`src/design/lioplo_consts.svh`:
```
// Purpose: limits, reset values and timing counts of the local i/o block
// Assumes: one 100 MHz system clock
// Notes:   included by the block's top module
`ifndef LIOPLO_CONSTS_SVH
`define LIOPLO_CONSTS_SVH

`define LIOPLO_PINS           8
`define LIOPLO_OUTCNT_MAX     4'h8
`define LIOPLO_OUTCNT_RST     4'h0
`define LIOPLO_SUPMON_RST     1'b1
`define LIOPLO_PRBSEL_RST     11'h000
`define LIOPLO_PRBSEL_MAX     11'h400
`define LIOPLO_LOCSEL_MAX     11'h002
`define LIOPLO_LOC_RST        1'b0
`define LIOPLO_POL_RST        1'b0
`define LIOPLO_SWSEL_RST      4'h0
`define LIOPLO_SWDLY_RST      7'h00
`define LIOPLO_SWDLY_MAX      7'h64
`define LIOPLO_PWMSEL_RST     2'h0
`define LIOPLO_PWMSEL_MAX     2'h2
`define LIOPLO_CLK_NS         10
`define LIOPLO_MS_NS          1000000
`define LIOPLO_MS_CYC         (`LIOPLO_MS_NS / `LIOPLO_CLK_NS)
`define LIOPLO_PRB_MIN_MS     20
`define LIOPLO_PRB_MIN_TICKS  5'((`LIOPLO_PRB_MIN_MS) + 1)
`define LIOPLO_REMOTE_N       1024

`endif

```
`src/design/lioplo_pkg.sv`:
```
// Purpose: types of the local i/o, probe and laser output block
// Assumes: constants come from lioplo_consts.svh
// Notes:   switching states are one-hot
package lioplo_pkg;
   typedef enum logic [1:0] {
      MOT_RAPID  = 2'h0,
      MOT_LINEAR = 2'h1,
      MOT_CW     = 2'h2,
      MOT_CCW    = 2'h3
   } lioplo_motion_e;

   typedef enum logic {LOC_REMOTE = 1'b0, LOC_LOCAL = 1'b1} lioplo_loc_e;
   typedef enum logic {POL_POS = 1'b0, POL_NEG = 1'b1} lioplo_pol_e;

   typedef enum logic [3:0] {
      SW_OFF      = 4'h1,
      SW_ON_WAIT  = 4'h2,
      SW_ON       = 4'h4,
      SW_OFF_WAIT = 4'h8
   } lioplo_sw_e;
endpackage

```
`src/design/lioplo_top.sv`:
```
// Purpose: local shared pins, two probe channels, synchronized switching and pwm routing
// Assumes: remote inputs, motion mode and pwm come from logic on clk_in
// Notes:   pins, local probes and supply sense pass a three-flop filter
// Contract
// - first N shared pins outputs, rest inputs
// - outputs numbered 1 up, pin k input 8+k
// - supply monitor enable, default on, detects 24V
// - probe select: 1-1024 remote, 1-2 local, 0 none
// - selects above physical count are logical inputs
// - probe polarity positive or negative, default positive
// - probe valid only after 20 ms active
// - switching select 0..N, default 0 none
// - rapid to interpolation asserts switching output
// - interpolation to rapid deasserts switching output
// - switching device delay 0-100 ms, default 0
// - pwm select: 0 none, 1 pin1, 2 pin2
// - pwm and switching may share one pin
// - probe location remote or local, default remote
`timescale 1ns/1ps
`include "lioplo_consts.svh"

module lioplo_top
   import lioplo_pkg::*;
#(
   parameter int MS_CYCLES = `LIOPLO_MS_CYC
)(
   input  wire logic            clk_in,
   input  wire logic            rst_b_in,
   input  wire logic            sync_rst_in,
   input  wire logic            cfg_load_in,
   input  wire logic [3:0]      local_output_count_in,
   input  wire logic            supply_monitor_enable_in,
   input  wire logic [10:0]     probe1_input_select_in,
   input  wire logic [10:0]     probe2_input_select_in,
   input  wire logic            probe1_location_in,
   input  wire logic            probe2_location_in,
   input  wire logic            probe1_active_level_in,
   input  wire logic            probe2_active_level_in,
   input  wire logic [3:0]      switching_output_select_in,
   input  wire logic [6:0]      switching_device_delay_in,
   input  wire logic [1:0]      pulse_width_output_select_in,
   input  wire logic [7:0]      local_out_in,
   input  wire logic            pulse_width_in,
   input  wire logic [1:0]      motion_mode_in,
   input  wire logic [1023:0]   remote_inputs_in,
   input  wire logic [10:0]     remote_physical_count_in,
   input  wire logic [7:0]      shared_pin_in,
   input  wire logic [1:0]      local_probe_in,
   input  wire logic            supply_24v_in,
   output logic [7:0]           shared_pin_out,
   output logic [7:0]           shared_pin_oe_out,
   output logic [7:0]           local_in_out,
   output logic                 supply_present_out,
   output logic                 supply_fault_out,
   output logic [1:0]           probe_valid_out,
   output logic [1:0]           probe_event_out,
   output logic [1:0]           probe_logical_out,
   output logic                 switching_level_out,
   output logic                 switching_settled_out
);

   localparam int MSW = $clog2(MS_CYCLES + 1);

   // probe level after polarity; inactive when no usable input is selected
   function automatic logic probe_active(input logic [10:0]   sel,
                                         input lioplo_loc_e   loc,
                                         input lioplo_pol_e   pol,
                                         input logic [1023:0] rem,
                                         input logic [1:0]    lp);
      logic raw;
      logic ok;
      raw = 1'b0;
      ok  = 1'b0;
      if (loc == LOC_LOCAL) begin
         ok  = (sel != 11'h000) && (sel <= `LIOPLO_LOCSEL_MAX);
         raw = (sel == 11'h002) ? lp[1] : lp[0];
      end else begin
         ok  = (sel != 11'h000) && (sel <= `LIOPLO_PRBSEL_MAX);
         raw = rem[10'(sel - 11'h001)];
      end
      probe_active = ok & (raw ^ (pol == POL_NEG));
   endfunction

   // settings
   logic [3:0]       oc_r;
   logic             supmon_r;
   logic [3:0]       sw_sel_r;
   logic [6:0]       sw_dly_r;
   logic [1:0]       pwm_sel_r;
   logic [1:0][10:0] prb_sel_r;
   logic [1:0]       prb_loc_r;
   logic [1:0]       prb_pol_r;

   wire [3:0] oc_in   = (local_output_count_in > `LIOPLO_OUTCNT_MAX) ?
                        `LIOPLO_OUTCNT_MAX : local_output_count_in;
   wire [3:0] sw_in   = (switching_output_select_in > oc_in) ?
                        `LIOPLO_SWSEL_RST : switching_output_select_in;
   wire [6:0] dly_in  = (switching_device_delay_in > `LIOPLO_SWDLY_MAX) ?
                        `LIOPLO_SWDLY_MAX : switching_device_delay_in;
   wire [1:0] pwm_in  = (pulse_width_output_select_in > `LIOPLO_PWMSEL_MAX) ?
                        `LIOPLO_PWMSEL_RST : pulse_width_output_select_in;

   always_ff @(posedge clk_in or negedge rst_b_in) begin
      if (!rst_b_in) begin
         oc_r      <= `LIOPLO_OUTCNT_RST;
         supmon_r  <= `LIOPLO_SUPMON_RST;
         sw_sel_r  <= `LIOPLO_SWSEL_RST;
         sw_dly_r  <= `LIOPLO_SWDLY_RST;
         pwm_sel_r <= `LIOPLO_PWMSEL_RST;
         prb_sel_r <= {2{`LIOPLO_PRBSEL_RST}};
         prb_loc_r <= {2{`LIOPLO_LOC_RST}};
         prb_pol_r <= {2{`LIOPLO_POL_RST}};
      end else if (sync_rst_in) begin
         oc_r      <= `LIOPLO_OUTCNT_RST;
         supmon_r  <= `LIOPLO_SUPMON_RST;
         sw_sel_r  <= `LIOPLO_SWSEL_RST;
         sw_dly_r  <= `LIOPLO_SWDLY_RST;
         pwm_sel_r <= `LIOPLO_PWMSEL_RST;
         prb_sel_r <= {2{`LIOPLO_PRBSEL_RST}};
         prb_loc_r <= {2{`LIOPLO_LOC_RST}};
         prb_pol_r <= {2{`LIOPLO_POL_RST}};
      end else if (cfg_load_in) begin
         oc_r      <= oc_in;
         supmon_r  <= supply_monitor_enable_in;
         sw_sel_r  <= sw_in;
         sw_dly_r  <= dly_in;
         pwm_sel_r <= pwm_in;
         prb_sel_r <= {probe2_input_select_in, probe1_input_select_in};
         prb_loc_r <= {probe2_location_in, probe1_location_in};
         prb_pol_r <= {probe2_active_level_in, probe1_active_level_in};
      end
   end

   // three-flop filter: pins 7:0, local probes 9:8, supply sense 10
   logic [10:0] sy1_r;
   logic [10:0] sy2_r;
   logic [10:0] sy3_r;
   logic [10:0] flt_r;
   wire  [10:0] flt_nxt = (sy2_r & sy3_r) | (flt_r & ~(sy2_r ^ sy3_r));

   always_ff @(posedge clk_in or negedge rst_b_in) begin
      if (!rst_b_in) begin
         sy1_r <= 11'h000;
         sy2_r <= 11'h000;
         sy3_r <= 11'h000;
         flt_r <= 11'h000;
      end else begin
         sy1_r <= {supply_24v_in, local_probe_in, shared_pin_in};
         sy2_r <= sy1_r;
         sy3_r <= sy2_r;
         flt_r <= flt_nxt;
      end
   end

   // millisecond tick
   logic [MSW-1:0] ms_cnt_r;
   logic           tick_r;
   wire            ms_wrap = (ms_cnt_r == MSW'(MS_CYCLES - 1));

   always_ff @(posedge clk_in or negedge rst_b_in) begin
      if (!rst_b_in) begin
         ms_cnt_r <= '0;
         tick_r   <= 1'b0;
      end else begin
         ms_cnt_r <= (ms_wrap || sync_rst_in) ? '0 : ms_cnt_r + MSW'(1);
         tick_r   <= ms_wrap && !sync_rst_in;
      end
   end

   // shared pins
   wire [7:0] pin_is_out;
   wire [7:0] pin_val;
   logic      sw_level_r;

   for (genvar k = 0; k < `LIOPLO_PINS; k++) begin : g_pin
      wire sw_hit  = (sw_sel_r == 4'(k + 1));
      wire pwm_hit = ({2'h0, pwm_sel_r} == 4'(k + 1));
      assign pin_is_out[k] = (4'(k) < oc_r);
      // switching and pwm both or into the pin when they share it
      assign pin_val[k] = local_out_in[k] | (sw_hit & sw_level_r)
                        | (pwm_hit & pulse_width_in);
   end

   always_ff @(posedge clk_in or negedge rst_b_in) begin
      if (!rst_b_in) begin
         shared_pin_out    <= 8'h00;
         shared_pin_oe_out <= 8'h00;
         local_in_out      <= 8'h00;
      end else begin
         shared_pin_out    <= pin_val & pin_is_out;
         shared_pin_oe_out <= pin_is_out;
         local_in_out      <= flt_r[7:0] & ~pin_is_out;
      end
   end

   // 24 V supply monitor
   always_ff @(posedge clk_in or negedge rst_b_in) begin
      if (!rst_b_in) begin
         supply_present_out <= 1'b0;
         supply_fault_out   <= 1'b0;
      end else begin
         supply_present_out <= supmon_r & flt_r[10];
         supply_fault_out   <= supmon_r & ~flt_r[10];
      end
   end

   // probe channels
   for (genvar c = 0; c < 2; c++) begin : g_prb
      logic [4:0] cnt_r;
      logic       vld_r;
      logic       evt_r;
      logic       lgc_r;
      wire act = probe_active(prb_sel_r[c], lioplo_loc_e'(prb_loc_r[c]),
                              lioplo_pol_e'(prb_pol_r[c]),
                              remote_inputs_in, flt_r[9:8]);
      wire full = (cnt_r == `LIOPLO_PRB_MIN_TICKS);
      // one extra tick covers a partial first millisecond
      always_ff @(posedge clk_in or negedge rst_b_in) begin
         if (!rst_b_in) begin
            cnt_r <= 5'h00;
            vld_r <= 1'b0;
            evt_r <= 1'b0;
            lgc_r <= 1'b0;
         end else begin
            if (!act || sync_rst_in) begin
               cnt_r <= 5'h00;
            end else if (tick_r && !full) begin
               cnt_r <= cnt_r + 5'h01;
            end
            vld_r <= full && act;
            evt_r <= full && act && !vld_r;
            lgc_r <= !prb_loc_r[c]
                                 && (prb_sel_r[c] > remote_physical_count_in)
                                 && (prb_sel_r[c] <= `LIOPLO_PRBSEL_MAX);
         end
      end
   end

   // each output vector has a single driver
   assign probe_valid_out   = {g_prb[1].vld_r, g_prb[0].vld_r};
   assign probe_event_out   = {g_prb[1].evt_r, g_prb[0].evt_r};
   assign probe_logical_out = {g_prb[1].lgc_r, g_prb[0].lgc_r};

   // synchronized switching
   lioplo_sw_e sw_st_r;
   lioplo_sw_e sw_st_nxt;
   logic       interp_r;
   logic [6:0] dly_cnt_r;
   wire        interp  = (lioplo_motion_e'(motion_mode_in) != MOT_RAPID);
   wire        go_on   = interp && !interp_r;
   wire        go_off  = !interp && interp_r;
   wire        dly_end = (dly_cnt_r >= sw_dly_r);

   always_comb begin
      sw_st_nxt = sw_st_r;
      case (sw_st_r)
         SW_OFF:      sw_st_nxt = SW_OFF;
         SW_ON_WAIT:  sw_st_nxt = dly_end ? SW_ON : SW_ON_WAIT;
         SW_ON:       sw_st_nxt = SW_ON;
         SW_OFF_WAIT: sw_st_nxt = dly_end ? SW_OFF : SW_OFF_WAIT;
         default:     sw_st_nxt = SW_OFF;
      endcase
      if (go_on) begin
         sw_st_nxt = SW_ON_WAIT;
      end else if (go_off) begin
         sw_st_nxt = SW_OFF_WAIT;
      end
   end

   always_ff @(posedge clk_in or negedge rst_b_in) begin
      if (!rst_b_in) begin
         sw_st_r    <= SW_OFF;
         interp_r   <= 1'b0;
         sw_level_r <= 1'b0;
         dly_cnt_r  <= 7'h00;
      end else if (sync_rst_in) begin
         sw_st_r    <= SW_OFF;
         interp_r   <= 1'b0;
         sw_level_r <= 1'b0;
         dly_cnt_r  <= 7'h00;
      end else begin
         sw_st_r  <= sw_st_nxt;
         interp_r <= interp;
         if (go_on) begin
            sw_level_r <= 1'b1;
         end else if (go_off) begin
            sw_level_r <= 1'b0;
         end
         if (go_on || go_off) begin
            dly_cnt_r <= 7'h00;
         end else if (tick_r && !dly_end) begin
            dly_cnt_r <= dly_cnt_r + 7'h01;
         end
      end
   end

   assign switching_level_out   = sw_level_r;
   assign switching_settled_out = (sw_st_r == SW_ON) || (sw_st_r == SW_OFF);

endmodule
```
`config.mk`:
```
export PLATFORM = sky130hd
export DESIGN_NAME = lioplo_top
export DESIGN_NICKNAME = d
export VERILOG_FILES = /design/src/design/lioplo_pkg.sv /design/src/design/lioplo_top.sv
export VERILOG_INCLUDE_DIRS = /design/src /design/src/design
export SDC_FILE = /design/constraint.sdc
export NUM_CORES = 1
export LEC_CHECK = 0
export BUFFER_PORTS_ARGS = -buffer_cell sky130_fd_sc_hd__buf_2
export CORE_AREA = 2 2 442 444
export CTS_BUF_LIST = sky130_fd_sc_hd__clkbuf_8
export DETAILED_ROUTE_END_ITERATION = 7
export DIE_AREA = 0 0 444 446
export GPL_ROUTABILITY_DRIVEN = 0
export SYNTH_ARGS = -nofsm -noshare
export SYNTH_HDL_FRONTEND = slang
export SYNTH_SLANG_ARGS = --single-unit
```
`constraint.sdc`:
```
create_clock -name clk_in -period 12.6 [get_ports clk_in]
set_input_delay 0.63 -clock clk_in [delete_from_list [all_inputs] [get_ports clk_in]]
set_output_delay 0.63 -clock clk_in [all_outputs]
set_load 0.01 [all_outputs]
```
## Word-level counts from Yosys, hierarchy flattened

Index checks and enable logic that the tools add are counted.

- Register bits: 161
- Bits of input ports: 1105
- Output and inout port bits: 34
- Word-level logic and storage cells: 207

- Add/subtract/negate cells: 6
- Magnitude comparators: 21
- Eq/ne operators: 20
- Muxes and demuxes: 48
- Bitwise operators: 37
- Reductions and logical operators: 43

Operators by type and width:

| kind | count |
|---|---|
| $mux W22 | 2 |
| $mux W7 | 6 |
| $mux W4 | 10 |
| $and A11 B11 Y11 | 2 |
| $eq A11 B2 Y1 const B | 2 |
| $gt A11 B11 Y1 | 2 |
| $le A11 B11 Y1 const B | 2 |
| $le A11 B2 Y1 const B | 2 |
| $lt A10 B11 Y1 const B | 2 |
| $reduce_bool A11 Y1 | 2 |
| $bmux W1 S10 | 2 |
| $eq A4 B3 Y1 const B | 5 |
| $mux W5 | 4 |
| $sub A10 B1 Y10 const B | 2 |
| $logic_and A1 B1 Y1 | 18 |
| $add A17 B1 Y17 const B | 1 |
| $eq A17 B17 Y1 const B | 1 |
| $mux W17 | 1 |
| $and A8 B8 Y8 | 2 |
| $lt A3 B4 Y1 const A | 4 |
| $and A1 B1 Y1 | 15 |
| $mux W1 | 14 |
| $mux W2 | 7 |
| $eq A4 B2 Y1 const B | 3 |
| other kinds (27) | 64 |

## Depth between registers and ports, before layout

Gate-level depths: netlist (run 1).

- Depth after elaboration: 9
- Mapped depth: 21
- Gate-level depth less buffers: 12

## Worst setup path before layout (run 1)

No wires, ideal clock.

- Kind: register to register
- Start point: register prb_sel_r[0] (netlist bit)
- End point: register g_prb[0].cnt_r[0]
- Library setup time: 142 ps
- Data arrival time: 4496 ps
- Path slack: 7962 ps
- Cell stages (with the launch flop): 21
- Buffers on the path: 9
- Cells stage by stage: dfrtp_1 -> buf_2 -> buf_6 -> buf_4 -> buf_4 -> buf_4 -> clkinv_1 -> ha_1 -> buf_2 -> buf_2 -> buf_1 -> buf_1 -> mux4_2 -> nand2_1 -> nand3_1 -> a311oi_1 -> a21oi_1 -> and3_1 -> o32ai_1 -> xor2_1 -> nor4b_1

- Longest elaborated chain between the ends: 9

RTL lines:

| item | RTL line | RTL |
|---|---|---|
| start: declaration | lioplo_top.sv:90 | `logic [1:0][10:0] prb_sel_r;` |
| start signal: assignment | lioplo_top.sv:110 | `` prb_sel_r <= {2{`LIOPLO_PRBSEL_RST}}; `` |
| start signal: assignment | lioplo_top.sv:119 | `` prb_sel_r <= {2{`LIOPLO_PRBSEL_RST}}; `` |
| start signal: assignment | lioplo_top.sv:128 | `prb_sel_r <= {probe2_input_select_in, probe1_input_select_in};` |
| $sub A10 B1 Y10 | lioplo_top.sv:79 | `raw = rem[10'(sel - 11'h001)];` |
| $bmux W1 S10 | lioplo_top.sv:79 |  |
| $mux W1 (not written as such) | lioplo_top.sv:79 |  |
| $mux W1 | lioplo_top.sv:74 | `if (loc == LOC_LOCAL) begin` |
| $xor A1 B1 Y1 | lioplo_top.sv:81 | `probe_active = ok & (raw ^ (pol == POL_NEG));` |
| $and A1 B1 Y1 * | lioplo_top.sv:81 |  |
| $logic_not A1 Y1 * | lioplo_top.sv:225 | `if (!act \|\| sync_rst_in) begin` |
| $logic_or A1 B1 Y1 * | lioplo_top.sv:225 |  |
| $mux W5 or $reduce_bool A2 Y1 (tied branches) | - |  |
| end signal: assignment | lioplo_top.sv:228 | `cnt_r <= cnt_r + 5'h01;` |
| end: declaration | lioplo_top.sv:209 | `logic [4:0] cnt_r;` |

Mark *: on every way between the ends. The rest lies on a longest branch, timed or not. The select of a mux whose other input is x is not followed.
A chain may end at the register's enable or synchronous reset.

## Worst setup path in the final report (run 1)

Same ends and word-level chain as after synthesis.

==> results of run 1 <==
## power groups by stage
| stage | clock, W | sequential [W] | combinational [W] |
|---|---|---|---|
| final | 0.000419 | 0.000573 | 0.00178 |
| after floorplan | 0 | 0.000569 | 0.000944 |
| after global routing | 0.000457 | 0.000577 | 0.00188 |
| after CTS | 0.000438 | 0.000573 | 0.00182 |
| after detailed placement | 0 | 0.000583 | 0.00181 |
| after global placement | 0 | 0.000582 | 0.00180 |
## cells by family after synthesis
kind of cell,synth area share
compound gates,0.0697
xor+xnor,0.0199
fa+ha+maj,0.0281
buf+inv,0.0519
flops,0.161
mux,0.541
simple gates,0.128
## final timing paths
path,start,endpoint,cells after the start
setup / recovery,prb_sel_r[0]$_DFFE_PN0P_,g_prb[0].cnt_r[0]$_DFFE_PN0P_,14
hold / removal,rst_b_in,flt_r[6]$_DFF_PN0_,1
setup reg to reg,prb_sel_r[0]$_DFFE_PN0P_,g_prb[0].cnt_r[0]$_DFFE_PN0P_,14
hold reg to reg,sy1_r[4]$_DFF_PN0_,sy2_r[4]$_DFF_PN0_,0
max in group asynchronous,rst_b_in,prb_sel_r[11]$_DFFE_PN0P_,2
min in group clk_in,shared_pin_in[5],sy1_r[5]$_DFF_PN0_,1
## registers in the layout, indices dropped and copies added, names as in the netlist, 7 cells and up
register,flops
prb_sel_r,22
ms_cnt_r,17
flt_r,11
sy1_r,11
sy2_r,11
sy3_r,11
g_prb.cnt_r,10
local_in_out,8
shared_pin_oe_out,8
shared_pin_out,8
dly_cnt_r,7
sw_dly_r,7
## per-stage QoR
stage          total power [W]  area (um^2)
6_report               0.00277        34300
4_1_cts                0.00283        34100
5_1_grt                0.00291        34200
2_1_floorplan          0.00151        25000
3_5_place_dp           0.00239        33600
3_3_place_gp           0.00238        33600
## placed cells by master (no fill, tap or decap), drive strengths merged, types with 27 or more instances in the layout
master,count
buf,1203
mux4,563
nand2,246
dfrtp,159
nor2,148
nand3,104
diode,83
mux2i,79
inv,66
ha,56
a21oi,44
nand4,39
a32oi,30
xor2,29
xnor2,27
## critical path: stages (launching register included)
cell	delay (ps)
dfrtp_4	520
clkinv_1	60
buf_4	180
ha_4	280
nor3b_1	700
xor2_4	840
buf_4	610
mux4_2	350
mux2i_1	80
mux2i_1	540
a2111oi_0	230
nor4_1	790
o32ai_1	430
xor2_1	320
nor4b_1	390
## final cells by class
class / count / area [um^2] / share of cell area
flip-flops and latches: 161 / 4040 / 0.118
well taps: 2542 / 3180 / 0.0928
clock inverters: 15 / 198 / 0.00577
multi-input cells: 1681 / 19900 / 0.582
diodes: 83 / 208 / 0.00606
clock buffers: 17 / 234 / 0.00683
repair buffers: 1203 / 6250 / 0.182
inverters: 60 / 225 / 0.00657
## layer usage
layer  part of all wire  global-route usage  vias to the layer above
met3              0.096              0.0510                      516
met5             0.0033             0.00855                        -
met2               0.49               0.292                     2145
met4              0.059              0.0859                       56
li1                   -                   -                    10900
met1               0.35               0.191                    14000
## synth_stat cells, types with 16 or more instances
master,count
xor2_1,29
dfrtp_1,159
nand2_1,246
nand4_1,39
a21o_1,20
nor3_1,24
mux2i_1,79
nand3_1,104
a21oi_1,44
nand2b_1,18
xnor2_1,26
o21ai_0,19
clkbuf_1,92
buf_4,30
mux4_2,563
a32oi_1,30
o2111ai_1,20
nor2_1,148
ha_1,56
inv_1,59
buf_2,77
nor2b_1,20
a31oi_1,16
o22ai_1,23
==> summary.txt, run 1 <==
Pwr
  • Combinational power share: 0.642
  • Seq pwr share: 0.207
  • Part of the power in the clock network: 0.151
  • Power density cells: 80.9 nW/um^2
  • Max IR drop VDD: 0.0554 mV
  • NetSw: 0.00129 W
  • Switching Share: 0.464
  • LEAKAGE: 13.5 nW
  • Int Power: 0.00149 W

Run
  • # Max-Cap Violations: 0

Timing
  • Unrepaired setup endpoints after global routing: false
  • Tmin final: 6570 ps
  • WHS: 216 ps
  • Final count of pins violating max slew: 0
  • Final WS setup: 6030 ps
  • Final setup viols: 0
  • Number of hold violations in the final report: 0
  • Final worst-path cycle share: 0.521
  • Clock Skew: 20.7 ps
  • FMAX: 152 MHz
  • Slew HR: 0.212
  • Worst-margin pin slew: 1180 ps
  • Setup TNS: 0 ps

Logic synthesis
  • EDFF count, synth: 0
  • Syn Nets: 3,282
  • Register area share after synthesis: 0.161
  • Synth Flop Type: dfrtp_1
  • Number of synthesis warnings: 0
  • Post-Syn Area: 25,000 um^2
  • Synthesized area per cell: 11.8 um^2
  • Post-synthesis cell type count: 79
  • Cell taking the most area after synthesis: mux4_2
  • Synthesized instance count: 2,121
  • Synth area leaders: mux4_2 (51%), dfrtp_1 (16%), nand2_1 (3.7%)
  • Synthesized flop and latch total: 161
  • Share of the synthesized area in the top cell type: 0.508
  • FFs w/ async S/R, synth: 1.00

Critical path
  • Crit path launch type: flop
  • Crit end category: flop
  • Flop2flop setup slack: 6030 ps
  • WS Path Type: flop to flop
  • Critical Path RT: 13,000 ps
  • CP arrival: 6960 ps
  • Critical Path Fanout Max: 23

Clock network
  • Max Root-Sink Buffers: 2
  • Clock-pin slew on the worst setup and hold paths: 110 ps
  • Cts repair resizes: 0
  • Worst-Skew Late Latency: 500 ps
  • Hold buffer count at CTS: 0
  • Cts bufs inserted: 17
  • CTS tree: done
  • CTS H-tree depth: 4
  • Sink Count: 161
  • Clock Root Buffer: clkbuf_8
  • Post-CTS Setup Inserts: 0

Route
  • WL/cell: 30.6 um
  • Post-route ant nets: 0
  • 1st-iter DRT viols: 2,786
  • Vias: 27,600
  • Via/cell ratio: 4.79
  • DRC violations left: 0
  • Detailed Route WL: 176 mm
  • Pre-antenna DRT Iters: 6

Finish
  • Nets: 4,285
  • Fillers: 21,300
  • Final core utilization: 0.177
  • Post-route non-filler standard cell count: 5,762
  • Synthesis-to-layout area growth: 37.3%
  • Fraction of final layout cells sized beyond drive strength 1: 0.588

Min path
  • Path type of the worst min-delay path: input pin to async pin

Global route
  • GRT Total Usage: 0.170
  • Largest net degree at the start of global routing: 95
  • Vias in the first global route: 27,500
  • First-pass GRT wire length: 231 mm
  • Initial antenna violation count: 147
  • Total grt overflow: 0

Placed design
  • Dpl ws: 5830 ps
  • Dpl cells: 5,647
  • Port Buffer Count: 1,138
  • Detailed Place HPWL: 149 mm

Floorplan
  • Io pins: 1,139
  • FP Rows: 162
  • Die width: 444 um
  • Core box area: 194,000 um^2
  • Die Ht: 446 um
  • Die footprint: 198,000 um^2
  • Initial Util: 0.129

Run status
  • Status: finished clean
(Power assumes the default switching activity.)
==> inputs of run 2 (changes only) <==
Clock period 12.6 ns to 6.2 ns, I/O delays scaled along.
==> summary.txt, run 2 (synthesis gave the netlist of run 1 again) <==
Timing
  • Final setup viols: 0 (unchanged)
  • Tmin final: 5760 ps (was 6570 ps)
  • Number of hold violations in the final report: 0 (unchanged)
  • Worst-margin pin slew: 1280 ps (was 1180 ps)
  • Clock Skew: 17.2 ps (was 20.7 ps)
  • FMAX: 173 MHz (was 152 MHz)
  • Unrepaired setup endpoints after global routing: false (unchanged)
  • Final WS setup: 435 ps (was 6030 ps)
  • Final count of pins violating max slew: 0 (unchanged)
  • Slew HR: 0.141 (was 0.212)
  • Final worst-path cycle share: 0.930 (was 0.521)

Finish
  • Fin area: 34,700 um^2 (was 34,300 um^2)
  • Flip-flop count of the largest register after layout: 22 (unchanged)
  • Most frequent cells in the layout: buf_2 (1,137), mux4_2 (563), nand2_1 (246), dfrtp_1 (157), nor2_1 (146) (unchanged)
  • Register area: 4040 um^2 (unchanged)
  • Multi-input logic area: 19,900 um^2 (about the same)
  • Commonest non-fill, non-tap cell in the layout: buf_2 (unchanged)
  • Largest registers: prb_sel_r (22), ms_cnt_r (17) (unchanged)
  • Post-route non-filler standard cell count: 5,825 (was 5,762)
  • Nets: 4,316 (was 4,285)
  • Reg with most FFs: prb_sel_r (unchanged)
  • Synthesis-to-layout area growth: 39.1% (was 37.3%)
  • Fraction of final layout cells sized beyond drive strength 1: 0.588 (about the same)
  • Fillers: 21,300 (about the same)

Min path
  • Path type of the worst min-delay path: input pin to flop (was input pin to async pin)

Pwr
  • Power Total: 0.00562 W (was 0.00277 W)
  • LEAKAGE: 13.7 nW (was 13.5 nW)
  • Max IR drop VDD: 0.110 mV (was 0.0554 mV)
  • Power density cells: 162 nW/um^2 (was 80.9 nW/um^2)

Clock network
  • Max Root-Sink Buffers: 2 (unchanged)
  • Clock-pin slew on the worst setup and hold paths: 100 ps (was 110 ps)
  • Cts bufs inserted: 17 (unchanged)
  • Sink Count: 161 (unchanged)
  • CTS tree: done (unchanged)
  • CTS H-tree depth: 4 (unchanged)
  • Clock Root Buffer: clkbuf_8 (unchanged)
  • Worst-Skew Late Latency: 480 ps (was 500 ps)

Critical path
  • Crit path launch type: flop (unchanged)
  • FF-to-FF End: g_prb[0].cnt_r[2]$_DFFE_PN0P_ (was g_prb[0].cnt_r[0]$_DFFE_PN0P_)
  • R2R depth: 15 (was 14)
  • Worst Setup EP: g_prb[0].cnt_r[2]$_DFFE_PN0P_ (was g_prb[0].cnt_r[0]$_DFFE_PN0P_)
  • Crit end category: flop (unchanged)
  • RR Startpoint: prb_sel_r[1]$_DFFE_PN0P_ (was prb_sel_r[0]$_DFFE_PN0P_)
  • Critical Path Fanout Max: 23 (unchanged)
  • Flop2flop setup slack: 440 ps (was 6030 ps)
  • CP arrival: 6090 ps (was 6960 ps)
  • Critical Path Start: prb_sel_r[1]$_DFFE_PN0P_ (was prb_sel_r[0]$_DFFE_PN0P_)
  • WS Path Type: flop to flop (unchanged)
  • Critical Path RT: 6530 ps (was 13,000 ps)

Floorplan
  • FP Rows: 162 (unchanged)
  • Die footprint: 198,000 um^2 (unchanged)
  • Die width: 444 um (unchanged)
  • Core box area: 194,000 um^2 (unchanged)
  • Die Ht: 446 um (unchanged)
  • Initial Util: 0.129 (unchanged)
  • Io pins: 1,139 (unchanged)

Route
  • 1st-iter DRT viols: 2,957 (was 2,786)
  • Via/cell ratio: 4.74 (was 4.79)
  • Vias: 27,600 (about the same)
  • Pre-antenna DRT Iters: 7 (was 6)
  • DRC violations left: 0 (unchanged)
  • Detailed Route WL: 176 mm (about the same)
  • WL/cell: 30.2 um (was 30.6 um)
  • Post-route ant nets: 0 (unchanged)

Global route
  • Largest net degree at the start of global routing: 103 (was 95)
  • First-pass GRT wire length: 231 mm (about the same)
  • GRT Total Usage: 0.170 (about the same)
  • Initial antenna violation count: 158 (was 147)
  • Total grt overflow: 0 (unchanged)
  • Vias in the first global route: 27,500 (about the same)

Placed design
  • Port Buffer Count: 1,138 (unchanged)
  • Dpl ws: -660 ps (was 5830 ps)
  • Placed cell area: 33,900 um^2 (was 33,600 um^2)
  • Detailed Place HPWL: 149 mm (about the same)
  • Dpl cells: 5,661 (was 5,647)

Run
  • # Max-Cap Violations: 0 (unchanged)

Run status
  • Status: finished clean (unchanged)
-- run 2: changes by cell type in the layout (fill, tap and decap cells not counted), moves of 2 or more --
cell / change
diode_2: +32
buf_12: +12
dlygate4sd3_1: +14
buf_4: +5
bufinv_16: -2
-- run 2: final cells by class --
| class | count | area share |
|---|---|---|
| Antenna cell | 115 | 0.00829 |
| Clock buffer | 17 | 0.00674 |
| Clock inverter | 15 | 0.00422 |
| Inverter | 60 | 0.00649 |
| Multi-Input combinational cell | 1681 | 0.574 |
| Sequential cell | 161 | 0.116 |
| Tap cell | 2542 | 0.0916 |
| Timing Repair Buffer | 1234 | 0.192 |
-- run 2: routing by layer --
metal | part of all wire | vias up | track usage
met5 | 0.0035 | - | 0.00635
met4 | 0.060 | 62 | 0.0817
met3 | 0.10 | 494 | 0.0530
met2 | 0.49 | 2155 | 0.289
met1 | 0.35 | 14000 | 0.193
li1 | - | 11000 | -
-- run 2: how the worst min path moves through the flow --
stage / from / end / slack (ps) / cells past startpoint
6_report: local_out_in[4] / shared_pin_out[4]$_DFF_PN0_ / 60 / 3
5_1_grt: local_out_in[4] / shared_pin_out[4]$_DFF_PN0_ / 10 / 3
3_5_place_dp: sy1_r[4]$_DFF_PN0_ / sy2_r[4]$_DFF_PN0_ / 340 / 0
4_1_cts: local_out_in[4] / shared_pin_out[4]$_DFF_PN0_ / 2 / 3
3_3_place_gp: sy1_r[7]$_DFF_PN0_ / sy2_r[7]$_DFF_PN0_ / 330 / 0
2_1_floorplan: rst_b_in / dly_cnt_r[0]$_DFFE_PN0P_ / 10 / 0
-- run 2: through the flow --
stage	hold slack (ps)	setup TNS (ps)	utilization
finish	57.5	0	0.179
global route	9.97	0	0.179
CTS	1.97	0	0.178
detailed placement	337	-4460	0.175
global placement	334	-4990	0.175
floorplan	14.4	0	-
-- run 2: what timing repair did --
item                       in CTS  in global routing
gates resized for setup         1                  1
pin swaps                       1                  0
gates cloned                    0                  0
hold endpoints to repair      104                  0
buffers inserted                3                  0
setup endpoints to repair       7                  7
hold buffers                   14                  0
-- run 2: power breakdown --
part           total (W)  switching [W]  internal [W]
Sequential       0.00116      0.0000581       0.00110
Combinational    0.00368        0.00213       0.00155
Clock           0.000786       0.000457      0.000330
Total            0.00562        0.00264       0.00298
-- run 2: critical path: stages, from the launching register on --
cell and delay [ps]:
dfrtp_1 540, inv_1 190, ha_4 270, nor3b_2 560, xor2_4 620, buf_12 300
nor2_4 80, buf_12 150, buf_4 220, a32oi_1 340, and3_1 210, a2111oi_0 80
nor4_1 910, o32ai_1 340, xor2_1 530, nor4b_1 130
